===== config.mk =====
export PLATFORM = sky130hd
export DESIGN_NAME = swm_top
export DESIGN_NICKNAME = d
export VERILOG_FILES = /design/src/verilog/swm_top.v
export VERILOG_INCLUDE_DIRS = /design/src /design/src/verilog
export SDC_FILE = /design/constraint.sdc
export NUM_CORES = 1
export LEC_CHECK = 0
export ABC_CLOCK_PERIOD_IN_PS = 5970
export BUFFER_PORTS_ARGS = -buffer_cell sky130_fd_sc_hd__clkbuf_2
export CELL_PAD_IN_SITES_DETAIL_PLACEMENT = 1
export CELL_PAD_IN_SITES_GLOBAL_PLACEMENT = 1
export CORE_MARGIN = 3
export CORE_UTILIZATION = 55
export CTS_CLUSTER_DIAMETER = 60
export DETAILED_ROUTE_END_ITERATION = 16
export GPL_TIMING_DRIVEN = 0
export HOLD_SLACK_MARGIN = 0.1
export PLACE_DENSITY = 0.94
export SYNTH_ARGS = -nofsm -noshare
export SYNTH_HDL_FRONTEND = slang
export SYNTH_SLANG_ARGS = --single-unit
export TNS_END_PERCENT = 100

===== constraint.sdc =====
create_clock -name sys_clk -period 5.97 [get_ports sys_clk]
set_input_delay 0.2985 -clock sys_clk [delete_from_list [all_inputs] [get_ports sys_clk]]
set_output_delay 0.2985 -clock sys_clk [all_outputs]
set_load 0.005 [all_outputs]

===== src/verilog/swm_consts.vh =====
// Constants for the serial write and monitor-registration command interpreter.
//
// Behaviour
// - Rejected block write answers NAK, station, letter, type, code.
// - Error code sent as four hex characters.
// - Lowercase reject frame appends NAK-to-ETX sum.
// - Lowercase accept frame appends ACK-to-ETX sum.
// - Registration request is ENQ, station, letter, number, body, EOT.
// - Sixteen slots, numbered 00 to 0F in hex.
// - Registering an occupied slot replaces its entry.
// - Stored entries are kept for later execution by slot.
// - Individual body: tag, block count, name length, name.
// - More than sixteen blocks is invalid.
// - Consecutive body: tag, name length, name, item count.
// - Good registration answers ACK, station, letter, number, ETX.
// - Failed registration answers NAK with four-character code.
// - Block write data above 120 bytes is rejected.
// - Name length must lie between 01 and 10 hex.
`ifndef SWM_CONSTS_VH
`define SWM_CONSTS_VH

// Control characters of the framing.
`define SWM_ENQ       8'h05
`define SWM_ACK       8'h06
`define SWM_NAK       8'h15
`define SWM_EOT       8'h04
`define SWM_ETX       8'h03

// Command letters (upper case; bit 5 set marks the checked form).
`define SWM_CMD_WRITE 8'h57
`define SWM_CMD_REG   8'h58
`define SWM_LOWER_BIT 5
`define SWM_TYPE_BLK  16'h5342
`define SWM_TAG_IND   24'h525353
`define SWM_TAG_CON   24'h525342

// Limits.
`define SWM_NAME_MIN  8'h01
`define SWM_NAME_MAX  8'h10
`define SWM_BLK_MAX   8'h10
`define SWM_SLOT_MAX  8'h0F
`define SWM_DATA_MAX  10'd240

// Error codes sent in reject frames.
`define SWM_ERR_BCC   16'h0001
`define SWM_ERR_FIELD 16'h0002
`define SWM_ERR_SLOT  16'h0003
`define SWM_ERR_SIZE  16'h0004
`define SWM_ERR_TAG   16'h0005

// Receive buffer shape.
`define SWM_FIFO_W    8
`define SWM_FIFO_D    8
`define SWM_FIFO_AW   3

`endif


===== src/verilog/swm_top.v =====
// Receive FIFO and command interpreter for block write and monitor registration.
`timescale 1ns/100ps
`include "swm_consts.vh"

// ********************************************************************
// Receive FIFO
// ********************************************************************
module swm_fifo #(
  parameter WIDTH = `SWM_FIFO_W,
  parameter DEPTH = `SWM_FIFO_D,
  parameter AW    = `SWM_FIFO_AW
) (
  input  wire             sys_clk,
  input  wire             rst_b,
  input  wire [WIDTH-1:0] in_data,
  input  wire             in_valid,
  output reg              in_ready,
  output wire [WIDTH-1:0] out_data,
  output wire             out_valid,
  input  wire             out_ready
);
  reg  [WIDTH-1:0] mem [0:DEPTH-1];
  reg  [AW-1:0]    wr_q;
  reg  [AW-1:0]    rd_q;
  reg  [AW:0]      cnt_q;
  wire             push;
  wire             pop;
  wire [AW:0]      cnt_d;

  assign push      = in_valid & in_ready;
  assign pop       = out_valid & out_ready;
  assign out_valid = (cnt_q != {(AW+1){1'b0}});
  assign out_data  = mem[rd_q];
  assign cnt_d     = cnt_q + {{AW{1'b0}}, push} - {{AW{1'b0}}, pop};

  // Ready is registered from the next count so it never glitches on pop.
  always @(posedge sys_clk) begin
    if (!rst_b) begin
      wr_q     <= {AW{1'b0}};
      rd_q     <= {AW{1'b0}};
      cnt_q    <= {(AW+1){1'b0}};
      in_ready <= 1'b0;
    end else begin
      if (push) begin
        mem[wr_q] <= in_data;
        wr_q      <= wr_q + 1'b1;
      end
      if (pop)
        rd_q <= rd_q + 1'b1;
      cnt_q    <= cnt_d;
      in_ready <= (cnt_d != DEPTH[AW:0]);
    end
  end
endmodule // swm_fifo

// ********************************************************************
// Command interpreter
// ********************************************************************
module swm_top (
  input  wire       sys_clk,
  input  wire       rst_b,
  input  wire [7:0] station_id,
  input  wire [7:0] rx_data,
  input  wire       rx_valid,
  output wire       rx_ready,
  output reg  [7:0] tx_data,
  output reg        tx_valid,
  input  wire       tx_ready,
  input  wire [3:0] query_slot,
  output reg        query_used,
  output reg        query_is_ind,
  output reg  [7:0] query_count,
  output reg  [7:0] query_name_len
);
  localparam S_IDLE = 9'h001;
  localparam S_STN  = 9'h002;
  localparam S_CMD  = 9'h004;
  localparam S_HDR2 = 9'h008;
  localparam S_BODY = 9'h010;
  localparam S_BCC  = 9'h020;
  localparam S_SKIP = 9'h040;
  localparam S_DEC  = 9'h080;
  localparam S_RESP = 9'h100;

  // Hex character to nibble; bit 4 flags a legal hex digit.
  function [4:0] hex2nib;
    input [7:0] c;
    begin
      if (c >= 8'h30 && c <= 8'h39)
        hex2nib = {1'b1, c[3:0]};
      else if ((c >= 8'h41 && c <= 8'h46) || (c >= 8'h61 && c <= 8'h66))
        hex2nib = {1'b1, c[3:0] + 4'h9};
      else
        hex2nib = 5'h00;
    end
  endfunction

  // Nibble to upper-case hex character.
  function [7:0] nib2hex;
    input [3:0] n;
    begin
      nib2hex = (n < 4'hA) ? {4'h3, n} : {4'h4, n - 4'h9};
    end
  endfunction

  wire [7:0] f_data;
  wire       f_valid;
  wire       f_ready;
  wire       take;
  wire [4:0] hn;

  swm_fifo #(
    .WIDTH (`SWM_FIFO_W),
    .DEPTH (`SWM_FIFO_D),
    .AW    (`SWM_FIFO_AW)
  ) u_fifo (
    .sys_clk   (sys_clk),
    .rst_b     (rst_b),
    .in_data   (rx_data),
    .in_valid  (rx_valid),
    .in_ready  (rx_ready),
    .out_data  (f_data),
    .out_valid (f_valid),
    .out_ready (f_ready)
  );

  reg  [8:0]  st_q;
  reg         cnt_q;
  reg  [15:0] stn_q;
  reg  [7:0]  cmd_q;
  reg  [15:0] f_q;
  reg  [7:0]  sum_q;
  reg  [8:0]  pos_q;
  reg  [23:0] tag_q;
  reg  [7:0]  v1_q;
  reg  [7:0]  v2_q;
  reg         hexbad_q;
  reg  [3:0]  bhi_q;
  reg         bccbad_q;
  reg         nak_q;
  reg  [15:0] err_q;
  reg  [3:0]  ridx_q;
  reg  [7:0]  tsum_q;
  reg  [15:0] slot_used_q;
  reg         slot_ind_q [0:15];
  reg  [7:0]  slot_cnt_q [0:15];
  reg  [7:0]  slot_len_q [0:15];
  reg  [15:0] err_w;
  reg  [7:0]  rbyte_w;
  integer     i;

  // The FIFO is drained only while no answer is being sent, which stalls the source.
  assign f_ready = (st_q != S_RESP) && (st_q != S_DEC);
  assign take    = f_valid & f_ready;
  assign hn      = hex2nib(f_data);

  wire        lower   = cmd_q[`SWM_LOWER_BIT];
  wire        is_reg  = ((cmd_q & 8'hDF) == `SWM_CMD_REG);
  wire [4:0]  shi     = hex2nib(f_q[15:8]);
  wire [4:0]  slo     = hex2nib(f_q[7:0]);
  wire [7:0]  slot_v  = {shi[3:0], slo[3:0]};
  wire [9:0]  pos_x   = {1'b0, pos_q};
  wire [9:0]  wneed   = 10'd4 + {2'b00, v1_q}; // Length, name and item count ahead of data.
  wire [15:0] typ_w   = is_reg ? f_q : `SWM_TYPE_BLK; // Block write always answers its type.
  wire [3:0]  etx_idx = nak_q ? 4'd10 : 4'd6;
  wire [3:0]  last    = lower ? etx_idx + 4'd2 : etx_idx;

  // Verdict on the finished request; a bad check sum outranks field errors.
  always @* begin
    err_w = 16'h0000;
    if (bccbad_q) begin
      err_w = `SWM_ERR_BCC;
    end else if (hexbad_q) begin
      err_w = `SWM_ERR_FIELD;
    end else if (is_reg) begin
      if (!shi[4] || !slo[4] || slot_v > `SWM_SLOT_MAX)
        err_w = `SWM_ERR_SLOT;
      else if (tag_q == `SWM_TAG_IND) begin
        if (v1_q > `SWM_BLK_MAX || v1_q == 8'h00)
          err_w = `SWM_ERR_SIZE;
        else if (v2_q < `SWM_NAME_MIN || v2_q > `SWM_NAME_MAX || pos_q < 9'd7)
          err_w = `SWM_ERR_FIELD;
      end else if (tag_q == `SWM_TAG_CON) begin
        if (v1_q < `SWM_NAME_MIN || v1_q > `SWM_NAME_MAX)
          err_w = `SWM_ERR_FIELD;
        else if (pos_x <= 10'd5 + {2'b00, v1_q})
          err_w = `SWM_ERR_FIELD;
      end else begin
        err_w = `SWM_ERR_TAG;
      end
    end else begin
      if (f_q != `SWM_TYPE_BLK)
        err_w = `SWM_ERR_TAG;
      else if (v1_q < `SWM_NAME_MIN || v1_q > `SWM_NAME_MAX)
        err_w = `SWM_ERR_FIELD;
      else if (pos_x < wneed || (pos_x - wneed) > `SWM_DATA_MAX)
        err_w = `SWM_ERR_SIZE;
    end
  end

  // Byte of the answer frame at position ridx_q.
  always @* begin
    case (ridx_q)
      4'd0: rbyte_w = nak_q ? `SWM_NAK : `SWM_ACK;
      4'd1: rbyte_w = stn_q[15:8];
      4'd2: rbyte_w = stn_q[7:0];
      4'd3: rbyte_w = cmd_q;
      4'd4: rbyte_w = typ_w[15:8];
      4'd5: rbyte_w = typ_w[7:0];
      default: begin
        if (ridx_q == etx_idx)
          rbyte_w = `SWM_ETX;
        else if (ridx_q == etx_idx + 4'd1)
          rbyte_w = nib2hex(tsum_q[7:4]);
        else if (ridx_q == etx_idx + 4'd2)
          rbyte_w = nib2hex(tsum_q[3:0]);
        else
          rbyte_w = nib2hex(err_q[15 - 4 * (ridx_q - 4'd6) -: 4]);
      end
    endcase
  end

  // Request parser, slot store and answer sequencer.
  always @(posedge sys_clk) begin
    if (!rst_b) begin
      st_q        <= S_IDLE;
      cnt_q       <= 1'b0;
      stn_q       <= 16'h0000;
      cmd_q       <= 8'h00;
      f_q         <= 16'h0000;
      sum_q       <= 8'h00;
      pos_q       <= 9'h000;
      tag_q       <= 24'h000000;
      v1_q        <= 8'h00;
      v2_q        <= 8'h00;
      hexbad_q    <= 1'b0;
      bhi_q       <= 4'h0;
      bccbad_q    <= 1'b0;
      nak_q       <= 1'b0;
      err_q       <= 16'h0000;
      ridx_q      <= 4'h0;
      tsum_q      <= 8'h00;
      tx_data     <= 8'h00;
      tx_valid    <= 1'b0;
      slot_used_q <= 16'h0000;
      for (i = 0; i < 16; i = i + 1) begin
        slot_ind_q[i] <= 1'b0;
        slot_cnt_q[i] <= 8'h00;
        slot_len_q[i] <= 8'h00;
      end
    end else begin
      // Running sum of the request; the received check characters stay out of it.
      if (take && st_q != S_BCC)
        sum_q <= sum_q + f_data;
      case (st_q)
        S_IDLE: begin
          if (take && f_data == `SWM_ENQ) begin
            st_q     <= S_STN;
            sum_q    <= `SWM_ENQ;
            cnt_q    <= 1'b0;
            pos_q    <= 9'h000;
            hexbad_q <= 1'b0;
            bccbad_q <= 1'b0;
            tag_q    <= 24'h000000;
            v1_q     <= 8'h00;
            v2_q     <= 8'h00;
          end
        end
        S_STN: begin
          if (take) begin
            stn_q <= {stn_q[7:0], f_data};
            cnt_q <= ~cnt_q;
            if (f_data == `SWM_EOT)
              st_q <= S_IDLE;
            else if (cnt_q) begin
              // A frame for another station is swallowed without an answer.
              if (hex2nib(stn_q[7:0]) == {1'b1, station_id[7:4]} &&
                  hn == {1'b1, station_id[3:0]})
                st_q <= S_CMD;
              else
                st_q <= S_SKIP;
            end
          end
        end
        S_CMD: begin
          if (take) begin
            cmd_q <= f_data;
            cnt_q <= 1'b0;
            if ((f_data & 8'hDF) == `SWM_CMD_WRITE || (f_data & 8'hDF) == `SWM_CMD_REG)
              st_q <= S_HDR2;
            else
              st_q <= (f_data == `SWM_EOT) ? S_IDLE : S_SKIP;
          end
        end
        S_HDR2: begin
          if (take) begin
            f_q   <= {f_q[7:0], f_data};
            cnt_q <= ~cnt_q;
            if (f_data == `SWM_EOT)
              st_q <= S_IDLE;
            else if (cnt_q)
              st_q <= S_BODY;
          end
        end
        S_BODY: begin
          if (take) begin
            if (f_data == `SWM_EOT) begin
              cnt_q <= 1'b0;
              st_q  <= lower ? S_BCC : S_DEC;
            end else begin
              if (pos_q != 9'h1FF)
                pos_q <= pos_q + 9'h001;
              if (is_reg) begin
                if (pos_q < 9'd3)
                  tag_q <= {tag_q[15:0], f_data};
                else if (pos_q < 9'd5)
                  v1_q <= {v1_q[3:0], hn[3:0]};
                else if (pos_q < 9'd7)
                  v2_q <= {v2_q[3:0], hn[3:0]};
                if (pos_q >= 9'd3 && pos_q < 9'd5 && !hn[4])
                  hexbad_q <= 1'b1;
              end else begin
                if (pos_q < 9'd2) begin
                  v1_q <= {v1_q[3:0], hn[3:0]};
                  if (!hn[4])
                    hexbad_q <= 1'b1;
                end
              end
            end
          end
        end
        S_BCC: begin
          if (take) begin
            cnt_q <= ~cnt_q;
            bhi_q <= hn[3:0];
            if (!hn[4])
              bccbad_q <= 1'b1;
            if (cnt_q) begin
              // The sum already holds everything from ENQ through EOT.
              if ({bhi_q, hn[3:0]} != sum_q)
                bccbad_q <= 1'b1;
              st_q <= S_DEC;
            end
          end
        end
        S_SKIP: begin
          if (take && f_data == `SWM_EOT)
            st_q <= S_IDLE;
        end
        S_DEC: begin
          nak_q  <= (err_w != 16'h0000);
          err_q  <= err_w;
          ridx_q <= 4'h0;
          tsum_q <= 8'h00;
          st_q   <= S_RESP;
          // Only a fully good registration touches the store; it overwrites.
          if (is_reg && err_w == 16'h0000) begin
            slot_used_q[slot_v[3:0]] <= 1'b1;
            slot_ind_q[slot_v[3:0]]  <= (tag_q == `SWM_TAG_IND);
            slot_cnt_q[slot_v[3:0]]  <= (tag_q == `SWM_TAG_IND) ? v1_q : 8'h00;
            slot_len_q[slot_v[3:0]]  <= (tag_q == `SWM_TAG_IND) ? v2_q : v1_q;
          end
        end
        S_RESP: begin
          if (!tx_valid || tx_ready) begin
            if (ridx_q <= last) begin
              tx_data  <= rbyte_w;
              tx_valid <= 1'b1;
              ridx_q   <= ridx_q + 4'h1;
              if (ridx_q <= etx_idx)
                tsum_q <= tsum_q + rbyte_w;
            end else begin
              tx_valid <= 1'b0;
              st_q     <= S_IDLE;
            end
          end
        end
        default: st_q <= S_IDLE;
      endcase
    end
  end

  // Lookup port for the later execution step.
  always @(posedge sys_clk) begin
    if (!rst_b) begin
      query_used     <= 1'b0;
      query_is_ind   <= 1'b0;
      query_count    <= 8'h00;
      query_name_len <= 8'h00;
    end else begin
      query_used     <= slot_used_q[query_slot];
      query_is_ind   <= slot_ind_q[query_slot];
      query_count    <= slot_cnt_q[query_slot];
      query_name_len <= slot_len_q[query_slot];
    end
  end
endmodule // swm_top


Word level (Yosys, flattened, before mapping):

Memories as Yosys holds them, arrays and structs flattened. A register that Yosys moved wholly into a read port is not among the register bits.
Cells that the tools add are included.
W data, S select, Z words.

* flip-flop bits (word level): 179
* RAM bits: 336
* word-level logic and storage cells: 370
* memories kept: 4

Memories
* slot_cnt_q: depth 16, bits a word 8, read ports 1, clocked after Yosys merged registers in 1, write ports 16, RTL line swm_top.v:146 `reg [7:0] slot_cnt_q [0:15];`
* slot_len_q: depth 16, bits a word 8, read ports 1, clocked after Yosys merged registers in 1, write ports 16, RTL line swm_top.v:147 `reg [7:0] slot_len_q [0:15];`
* u_fifo.mem: depth 8, bits a word 8, read ports 1, clocked after Yosys merged registers in 1, write ports 1, RTL line swm_top.v:22 `reg [WIDTH-1:0] mem [0:DEPTH-1];`
* slot_ind_q: depth 16, bits a word 1, read ports 1, clocked after Yosys merged registers in 1, write ports 16, RTL line swm_top.v:145 `reg slot_ind_q [0:15];`

* add/subtract/negate cells: 22
* order comparisons: 45
* equal/unequal tests: 61
* shifts and indexed selects: 1
* mux-type cells: 137
* bitwise logic cells: 4
* reductions and logical operators: 71

Operator list (number)
* $mux W8: 24
* $mux W9: 19
* $mux W24: 5
* $mux W16: 7
* $pmux W9 S9: 1
* $mux W5: 14
* $ge A8 B7 Y1 const B: 8
* $le A8 B7 Y1 const B: 8
* $mux W7: 9
* $eq A24 B23 Y1 const B: 2
* $pmux W24 S2: 1
* $pmux W8 S2: 3
* $pmux W8 S6: 1
* $ne A2 B2 Y1 const B: 20
* $shiftx A19 B33 Y4: 1
* $ge A8 B6 Y1 const B: 4
* $le A8 B6 Y1 const B: 4
* $mux W1: 30
* $mux W4: 7
* $eq A7 B6 Y1 const B: 3
* $logic_and A1 B1 Y1: 21
* $ne A3 B3 Y1 const B: 7
* $add A3 B8 Y9 const A: 2
* $lt A9 B2 Y1 const B: 2
* 76 further kinds: 138

Logic depth before layout (Yosys ltp):

Gate-level depths: netlist (run 1).

* depth after elaboration: 20
* gate-level depth with buffers: 20
* gate-level depth less buffers: 19

Modules after synthesis:

Synthesis (run 1) repeated with hierarchy kept, for this count alone.

* cell total of the unflattened synthesis: 2092
* area, all modules: 24527.3 µm²

By module, submodules not included
* swm_top: instances 1, cells an instance 1917, area each 21346.7 µm², seq. area each 11451.0 µm²
* swm_fifo: instances 1, cells an instance 175, area each 3180.6 µm², seq. area each 2202.1 µm²

Worst setup path before layout (run 1):

Ideal clock, no wire load.

* path kind: register -> register
* start point: reg v1_q[4]
* end point: mem slot_cnt_q[0][0] (enable)
* setup time: 0.372 ns
* data arrival time: 3.545 ns
* required time: 5.598 ns
* setup slack: 2.053 ns
* cell stages (with the launch flop): 17
* clock period less this slack: 3.917 ns
* cells stage by stage: dfxtp_1 -> buf_1 -> and3_1 -> nand3_1 -> xor2_1 -> ha_1 -> o2111a_1 -> a211oi_1 -> o31ai_1 -> xor2_1 -> nor3_1 -> a31oi_1 -> nor3_4 -> buf_6 -> nand3_4 -> buf_6 -> nand2_1

RTL lines
* start, declared: RTL line swm_top.v:135 `reg [7:0] v1_q;`
* start signal, assigned: RTL line swm_top.v:317 `v1_q <= {v1_q[3:0], hn[3:0]};`
* start signal, assigned: RTL line swm_top.v:324 `v1_q <= {v1_q[3:0], hn[3:0]};`
* end, declared: RTL line swm_top.v:146

==> impl_metrics.tcl, run 1 <==
set metrics [dict create \
    final_core_utilization_pct 63.05 \
    synthDominantCellAreaShare_pct 38.90 \
    critical_path_peak_fanout 16 \
    startpoint "v1_q[4]" \
    final_layout_size_suffix_gt1_share_pct 12.98 \
    cts-buffers-inserted 54 \
    final_nets 2346 \
    r2r_slack_ns 0.43 \
    cts_htree_levels 2 \
    achievable-frequency_mhz 180.6 \
    post-route-drc-count 0 \
    reg2reg_from "v1_q[4]" \
    die_w_um 217.9 \
    static-leakage-power_uw 0.01022 \
    globalRouteOverflowTotal 0 \
    grt_max_degree 17 \
    number_of_standard_cells_after_synthesis 2039 \
    tritoncts "yes" \
    smallest_setup_slack_after_layout_ns 0.4320 \
    yosys_warnings 0 \
    cts_num_sinks 522 \
    hold-path-cell-count 4 \
    cell_area_after_synthesis_mm2 0.02470 \
    synth.avg_cell_area_um2 12.11 \
    synth_commonest_cells "sky130_fd_sc_hd__edfxtp_1 (320), sky130_fd_sc_hd__nor2_1 (254), sky130_fd_sc_hd__nand2_1 (208), sky130_fd_sc_hd__dfxtp_1 (202), sky130_fd_sc_hd__mux4_2 (99)" \
    min_period_over_period_pct 92.76 \
    library_cells_used_by_synthesis 94 \
    r2r.worst_path.cells 15 \
    drt_iter0_drc 2490 \
    clk_path_buf_depth 3 \
    first_global_vias 20500 \
    timing.hold.worst.start "tx_ready" \
    cts.clk_slew.worst_paths_ns 0.06 \
    startpoint_to_endpoint_class_of_the_critical_path "register to register" \
    worstPathCellList "buf_1 -> and3_1 -> nand3_1 -> xor2_1 -> ha_1 -> o2111a_1 -> a211oi_1 -> o31ai_1 -> xor2_1 -> nor3_1 -> a31oi_1 -> nor3_4 -> nand3_1 -> clkbuf_1 -> nand2_1" \
    placeableCoreArea_mm2 0.04432 \
    vdd_drop_max_mv 0.2922 \
    dp.cells 2772 \
    avgRoutedWirePerCell_um 29.53 \
    async_reset_ff_share_pct 0 \
    post_synthesis_register_bit_count 522 \
    worstPathBufferInverterCount 2 \
    layoutNonFillerInstCount 2883 \
    grt_pass1_wl_um 127400 \
    dp_hpwl_um 54470 \
    final_antenna_net_count 0 \
    maxSlewHeadroom_pct 12.88 \
    firstDrtPassIters 6 \
    number_of_enable_flip_flop_cells_after_synthesis 320 \
    synth.yosys.seq_area_share_pct 55.27 \
    setup_viol_count_final 0 \
    tightestPinTransition_ns 1.307 \
    finalHoldViolations 0 \
    design.portCount 52 \
    initial_antenna_violation_count 4 \
    post_drt_via_cell_ratio 6.663 \
    worst_hold_path.endpoint "tx_valid" \
    post-place-ws_ns 0.6153 \
    cell_type_of_the_slowest_stage_on_the_worst_timing_path "sky130_fd_sc_hd__nand2_1" \
    timing.critical_path.from_type "register" \
    initial_utilization_pct 55.74 \
    hold_path_class "input port to register" \
    wl_um 85130 \
    via_count 19210 \
    gp_congestion 0.9137 \
    cap_viol_max_count 0 \
    post_synth_main_area_contributors "sky130_fd_sc_hd__edfxtp_1 (39%), sky130_fd_sc_hd__dfxtp_1 (16%), sky130_fd_sc_hd__mux4_2 (9.0%), sky130_fd_sc_hd__nor2_1 (3.9%), sky130_fd_sc_hd__ha_1 (3.7%)" \
    rsz0062_at_grt "no" \
    fin_worst_skew_ns 0.04331 \
    synth_flop_cell "sky130_fd_sc_hd__edfxtp_1" \
    groute.usage.overall_pct 35.87 \
    synth_top_area_cell "sky130_fd_sc_hd__edfxtp_1" \
    io_buffers 46 \
    clockRootBuffer "sky130_fd_sc_hd__clkbuf_16" \
    outcome "complete, no violations" \
    final.setup.tns_ns 0 \
    power_per_cell_area_mw_per_mm2 329.0 \
    worstReg2RegEnd "slot_cnt_q[5][6]" \
    slew_viol_final 0 \
    cp.arrival_ns 5.79 \
    critPathRequiredTime_ns 6.22 \
    timing.critical_path.slowest_cell_delay_ns 0.80 \
    critical_path.top_delay_family "simple AND/OR/NAND/NOR gates" \
    std_cell_rows 77 \
    finalWorstPathRequiredPeriod_ns 5.538 \
    end_kind "register" \
    area_growth_pct 13.11 \
    die_y_um 217.9 \
    dieArea_mm2 0.04749 \
    post-synth-top-count-cell "sky130_fd_sc_hd__edfxtp_1" \
    clock_insertion_delay_worst_skew_ns 0.65 \
]
[tightest hold or removal path: stages]
cell and delay (ns):
sky130_fd_sc_hd__clkbuf_2 0.08, sky130_fd_sc_hd__inv_1 0.10, sky130_fd_sc_hd__o21a_1 0.15, sky130_fd_sc_hd__o21a_1 0.11
[stage by stage]
step	instance area, um^2	power, uW	hold slack, ns
after global placement	26030	5434	0.4260
after floorplan	25060	5096	0.3974
after detailed placement	26030	5583	0.4384
final	27940	9194	0.1324
after CTS	27930	9126	0.1123
after global routing	27940	9395	0.1717
[cell usage in the layout (no fill, tap or decap), drive strengths merged, types with 52 or more instances in the layout]
master  instances
edfxtp        320
nor2          264
clkbuf        211
nand2         210
dfxtp         202
mux4          100
conb           96
ha             73
a21oi          60
inv            58
o21ai          54
mux2i          52
[worst max path at each step]
stage | cells past startpoint | slack (ns) | to
after floorplan | 16 | 2.05 | slot_cnt_q[0][0]
after global placement | 15 | 0.84 | slot_cnt_q[4][0]
after detailed placement | 15 | 0.62 | slot_len_q[9][0]
after CTS | 15 | 0.47 | slot_cnt_q[4][0]
after global routing | 15 | 0.17 | slot_cnt_q[4][0]
final | 15 | 0.43 | slot_cnt_q[5][6]
[state kept, by name, summed over array words and instances, names as in the netlist, 16 cells and up, named ones only]
| signal | count |
|---|---|
| slot_ind_q | 16 |
| f_q | 16 |
| tag_q | 24 |
| slot_len_q | 128 |
| stn_q | 16 |
| slot_cnt_q | 128 |
| slot_used_q | 16 |
| u_fifo.mem | 64 |
[per-layer routing]
layer,vias up,share of wire (%),track usage (%),wire length (um)
li1,7837,-,-,-
met3,453,9.6,8.165,8133
met2,1332,47,58.25,40190
met4,6,7.1,22.18,6034
met5,-,0.053,0,45
met1,9582,36,43.70,30730
[area by class of cell]
class / count / area (um^2)
inverter: 55 / 206.4
clock inverter: 21 / 279.0
timing repair buffer: 55 / 320.3
tap: 592 / 740.7
antenna: 2 / 5.005
sequential: 522 / 13650
buffer: 121 / 571.8
clock buffer: 79 / 1526
fill: 4459 / 16380
multi-input combinational: 1436 / 10640
[cells by family after synthesis]
kind of cell	count (synthesis)	share of synthesized area, %
compound gates	318	9.224
simple gates	727	14.59
other cells	1	0.01518
buf+inv	176	3.150
mux	157	11.56
xor+xnor	61	2.163
flops	522	55.27
fa+ha+maj	77	4.022
[report_power, final]
part,switching [uW],leakage [uW],total (uW),internal (uW)
Combinational,986,0.00468,1550,560
Clock,1560,0.000869,3530,1970
Sequential,110,0.00467,4120,4010
[timing repair]
| action | in CTS | in global routing |
|---|---|---|
| hold buffers | 9 | 0 |
| gates resized for setup | 0 | 0 |
| setup buffers | 0 | 0 |
| hold endpoints to repair | 65 | 0 |
Note: power is estimated with default switching activity, not from simulation.
==> inputs of run 2 (changes only) <==
ABC_CLOCK_PERIOD_IN_PS = 6690   (was 5970)
CTS_CLUSTER_SIZE = 8   (was not set)
clock period = 6.69 ns   (was 5.97 ns; I/O delays follow)
==> run 2 against run 1 <==
  * First-iteration DRC count grew 51%
  * Highest routed layer unchanged
  * Clock-buffer cell count grew 41
  * Wire length grew 17%
  * Sequential share of layout area shrank 0.55 points
  * Sequential cell count is the same
  * Clock power grew 4%
  * Die area is the same
==> impl_metrics.tcl, run 2 (same netlist as run 1, synthesis figures left out) <==
set metrics [dict create \
    grt_max_degree 17 \
    design.portCount 52 \
    final_layout_size_suffix_gt1_share_pct 13.03 \
    switching_share_pct 29.85 \
    final_antenna_net_count 0 \
    postCtsResizedCells 0 \
    rsz0062_at_grt "no" \
    final_common_cell "sky130_fd_sc_hd__edfxtp_1" \
    final_core_utilization_pct 63.76 \
    die_y_um 217.9 \
    cts_num_sinks 522 \
    die_w_um 217.9 \
    final_nets 2366 \
    fillers 4402 \
    maxSlewHeadroom_pct 8.068 \
    clock_insertion_delay_worst_skew_ns 0.62 \
    commonest_cells_after_routing_fill_and_taps_aside "sky130_fd_sc_hd__edfxtp_1 (320), sky130_fd_sc_hd__nor2_1 (254), sky130_fd_sc_hd__nand2_1 (208), sky130_fd_sc_hd__dfxtp_1 (202), sky130_fd_sc_hd__clkbuf_1 (129)" \
    cell_type_of_the_slowest_stage_on_the_worst_timing_path "sky130_fd_sc_hd__nand2_1" \
    post-cts-setup-buffer-count 0 \
    area.sequential_mm2 0.01365 \
    vdd_drop_max_mv 0.3508 \
    post_drt_via_cell_ratio 7.099 \
    groute.usage.overall_pct 42.65 \
    power_per_cell_area_mw_per_mm2 313.0 \
    first_global_vias 21830 \
    fin_worst_skew_ns 0.02907 \
    finalWorstPathRequiredPeriod_ns 5.788 \
    outcome "complete, no violations" \
    cts.clk_slew.worst_paths_ns 0.06 \
    std_cell_rows 77 \
    end_kind "register" \
    tightestPinTransition_ns 1.379 \
    finalHoldViolations 0 \
    critPathRequiredTime_ns 6.91 \
    gp_congestion 0.9137 \
    min_period_over_period_pct 86.51 \
    avgRoutedWirePerCell_um 34.32 \
    p_int_uw 6205 \
    worstPathCellList "buf_1 -> and3_1 -> nand3_1 -> xor2_1 -> ha_1 -> o2111a_1 -> a211oi_1 -> o31ai_1 -> xor2_1 -> nor3_1 -> a31oi_1 -> nor3_4 -> nand3_1 -> clkbuf_1 -> nand2_1" \
    post_cts_hold_buffer_count 8 \
    wl_um 99860 \
    dp_hpwl_um 54470 \
    hold_path_class "input port to register" \
    cts_htree_levels 3 \
    final.setup.tns_ns 0 \
    fraction_of_power_consumed_by_combinational_cells_pct 16.8 \
    achievable-frequency_mhz 172.8 \
    p_clk_share_pct 41.4 \
    reg.largest.list "slot_cnt_q x128, slot_len_q x128, u_fifo.mem x64" \
    io_buffers 46 \
    timing.critical_path.slowest_cell_delay_ns 0.86 \
    slew_viol_final 0 \
    post-route-drc-count 0 \
    p_sw_uw 2641 \
    tritoncts "yes" \
    grt_pass1_wl_um 147600 \
    initial_utilization_pct 55.74 \
    startpoint_to_endpoint_class_of_the_critical_path "register to register" \
    cp.arrival_ns 6.01 \
    cap_viol_max_count 0 \
    setup_viol_count_final 0 \
    total_area_of_multi_input_combinational_cells_mm2 0.01064 \
    via_count 20660 \
    timing.critical_path.from_type "register" \
    clk_path_buf_depth 3 \
    initial_antenna_violation_count 11 \
    placeableCoreArea_mm2 0.04432 \
    firstDrtPassIters 13 \
    static-leakage-power_uw 0.01036 \
    drt_iter0_drc 3754 \
    area_growth_pct 14.40 \
    clockRootBuffer "sky130_fd_sc_hd__clkbuf_16" \
    share_of_total_power_in_sequential_cells_pct 41.8 \
    dieArea_mm2 0.04749 \
    critical_path_peak_fanout 16 \
    globalRouteOverflowTotal 0 \
    cts-buffers-inserted 75 \
]
run 2: cell count changes in the layout (fill, tap and decap cells not counted), moves of 2 or more:
cell / delta
sky130_fd_sc_hd__clkinv_16: -2
sky130_fd_sc_hd__clkinv_1: -5
sky130_fd_sc_hd__inv_8: -2
sky130_fd_sc_hd__clkbuf_8: -6
sky130_fd_sc_hd__clkbuf_1: +25
sky130_fd_sc_hd__clkinv_2: -4
sky130_fd_sc_hd__diode_2: +6
sky130_fd_sc_hd__clkbuf_16: +22
sky130_fd_sc_hd__bufinv_16: -4
run 2: cell type report:
class,count,area share [%]
Clock buffer,120,7.390
Timing Repair Buffer,54,1.098
Tap cell,592,2.621
Sequential cell,522,48.32
Inverter,55,0.7306
Antenna cell,8,0.07084
Buffer,121,2.028
Clock inverter,2,0.08855
Multi-Input combinational cell,1436,37.66
run 2: layer usage:
metal	wire length, um	vias up	track usage (%)
met5	135	-	0.9375
met4	9561	12	31.59
met3	13260	765	16.15
li1	-	7885	-
met1	33040	9981	49.58
met2	43870	2015	64.43
run 2: power by group through the flow:
stage / registers [uW] / logic (uW) / clock network, uW
after floorplan: 3700 / 853 / 0
after global placement: 3710 / 1140 / 0
after detailed placement: 3730 / 1250 / 0
after CTS: 3690 / 1350 / 3570
after global routing: 3700 / 1520 / 3750
final: 3700 / 1480 / 3660
run 2: path summary, 6_finish.rpt:
check	cells past startpoint	start	slack (ns)	endpoint
setup / recovery	15	v1_q[4]	0.90	slot_cnt_q[5][6]
hold / removal	4	rx_valid	0.17	u_fifo.wr_q[1]
setup reg to reg	15	v1_q[4]	0.90	slot_cnt_q[5][6]
hold reg to reg	2	tx_data[4]	0.47	tx_data[4]
run 2: per-stage QoR:
stage          cells  instance area [um^2]  power (uW)  hold slack [ns]  worst slack (ns)
6_report        2910                 28260        8845           0.1677            0.9022
5_1_grt         2902                 28240        8973           0.1872            0.6931
4_1_cts         2902                 28220        8608           0.1488             1.106
3_5_place_dp    2772                 26030        4982           0.4384             1.335
3_3_place_gp    2772                 26030        4849           0.4260             1.557
2_1_floorplan   2134                 25060        4548           0.4173             2.773
run 2: critical path, delay by kind of cell (launching register included):
kind                       cells  cell delay, ns
xor gates and xnor gates       2            0.46
DFF                            1            0.43
and+or+nand+nor                6            2.32
buffers and inverters          2            0.97
adders and majority gates      1            0.38
AOI/OAI and AO/OA              4            0.81
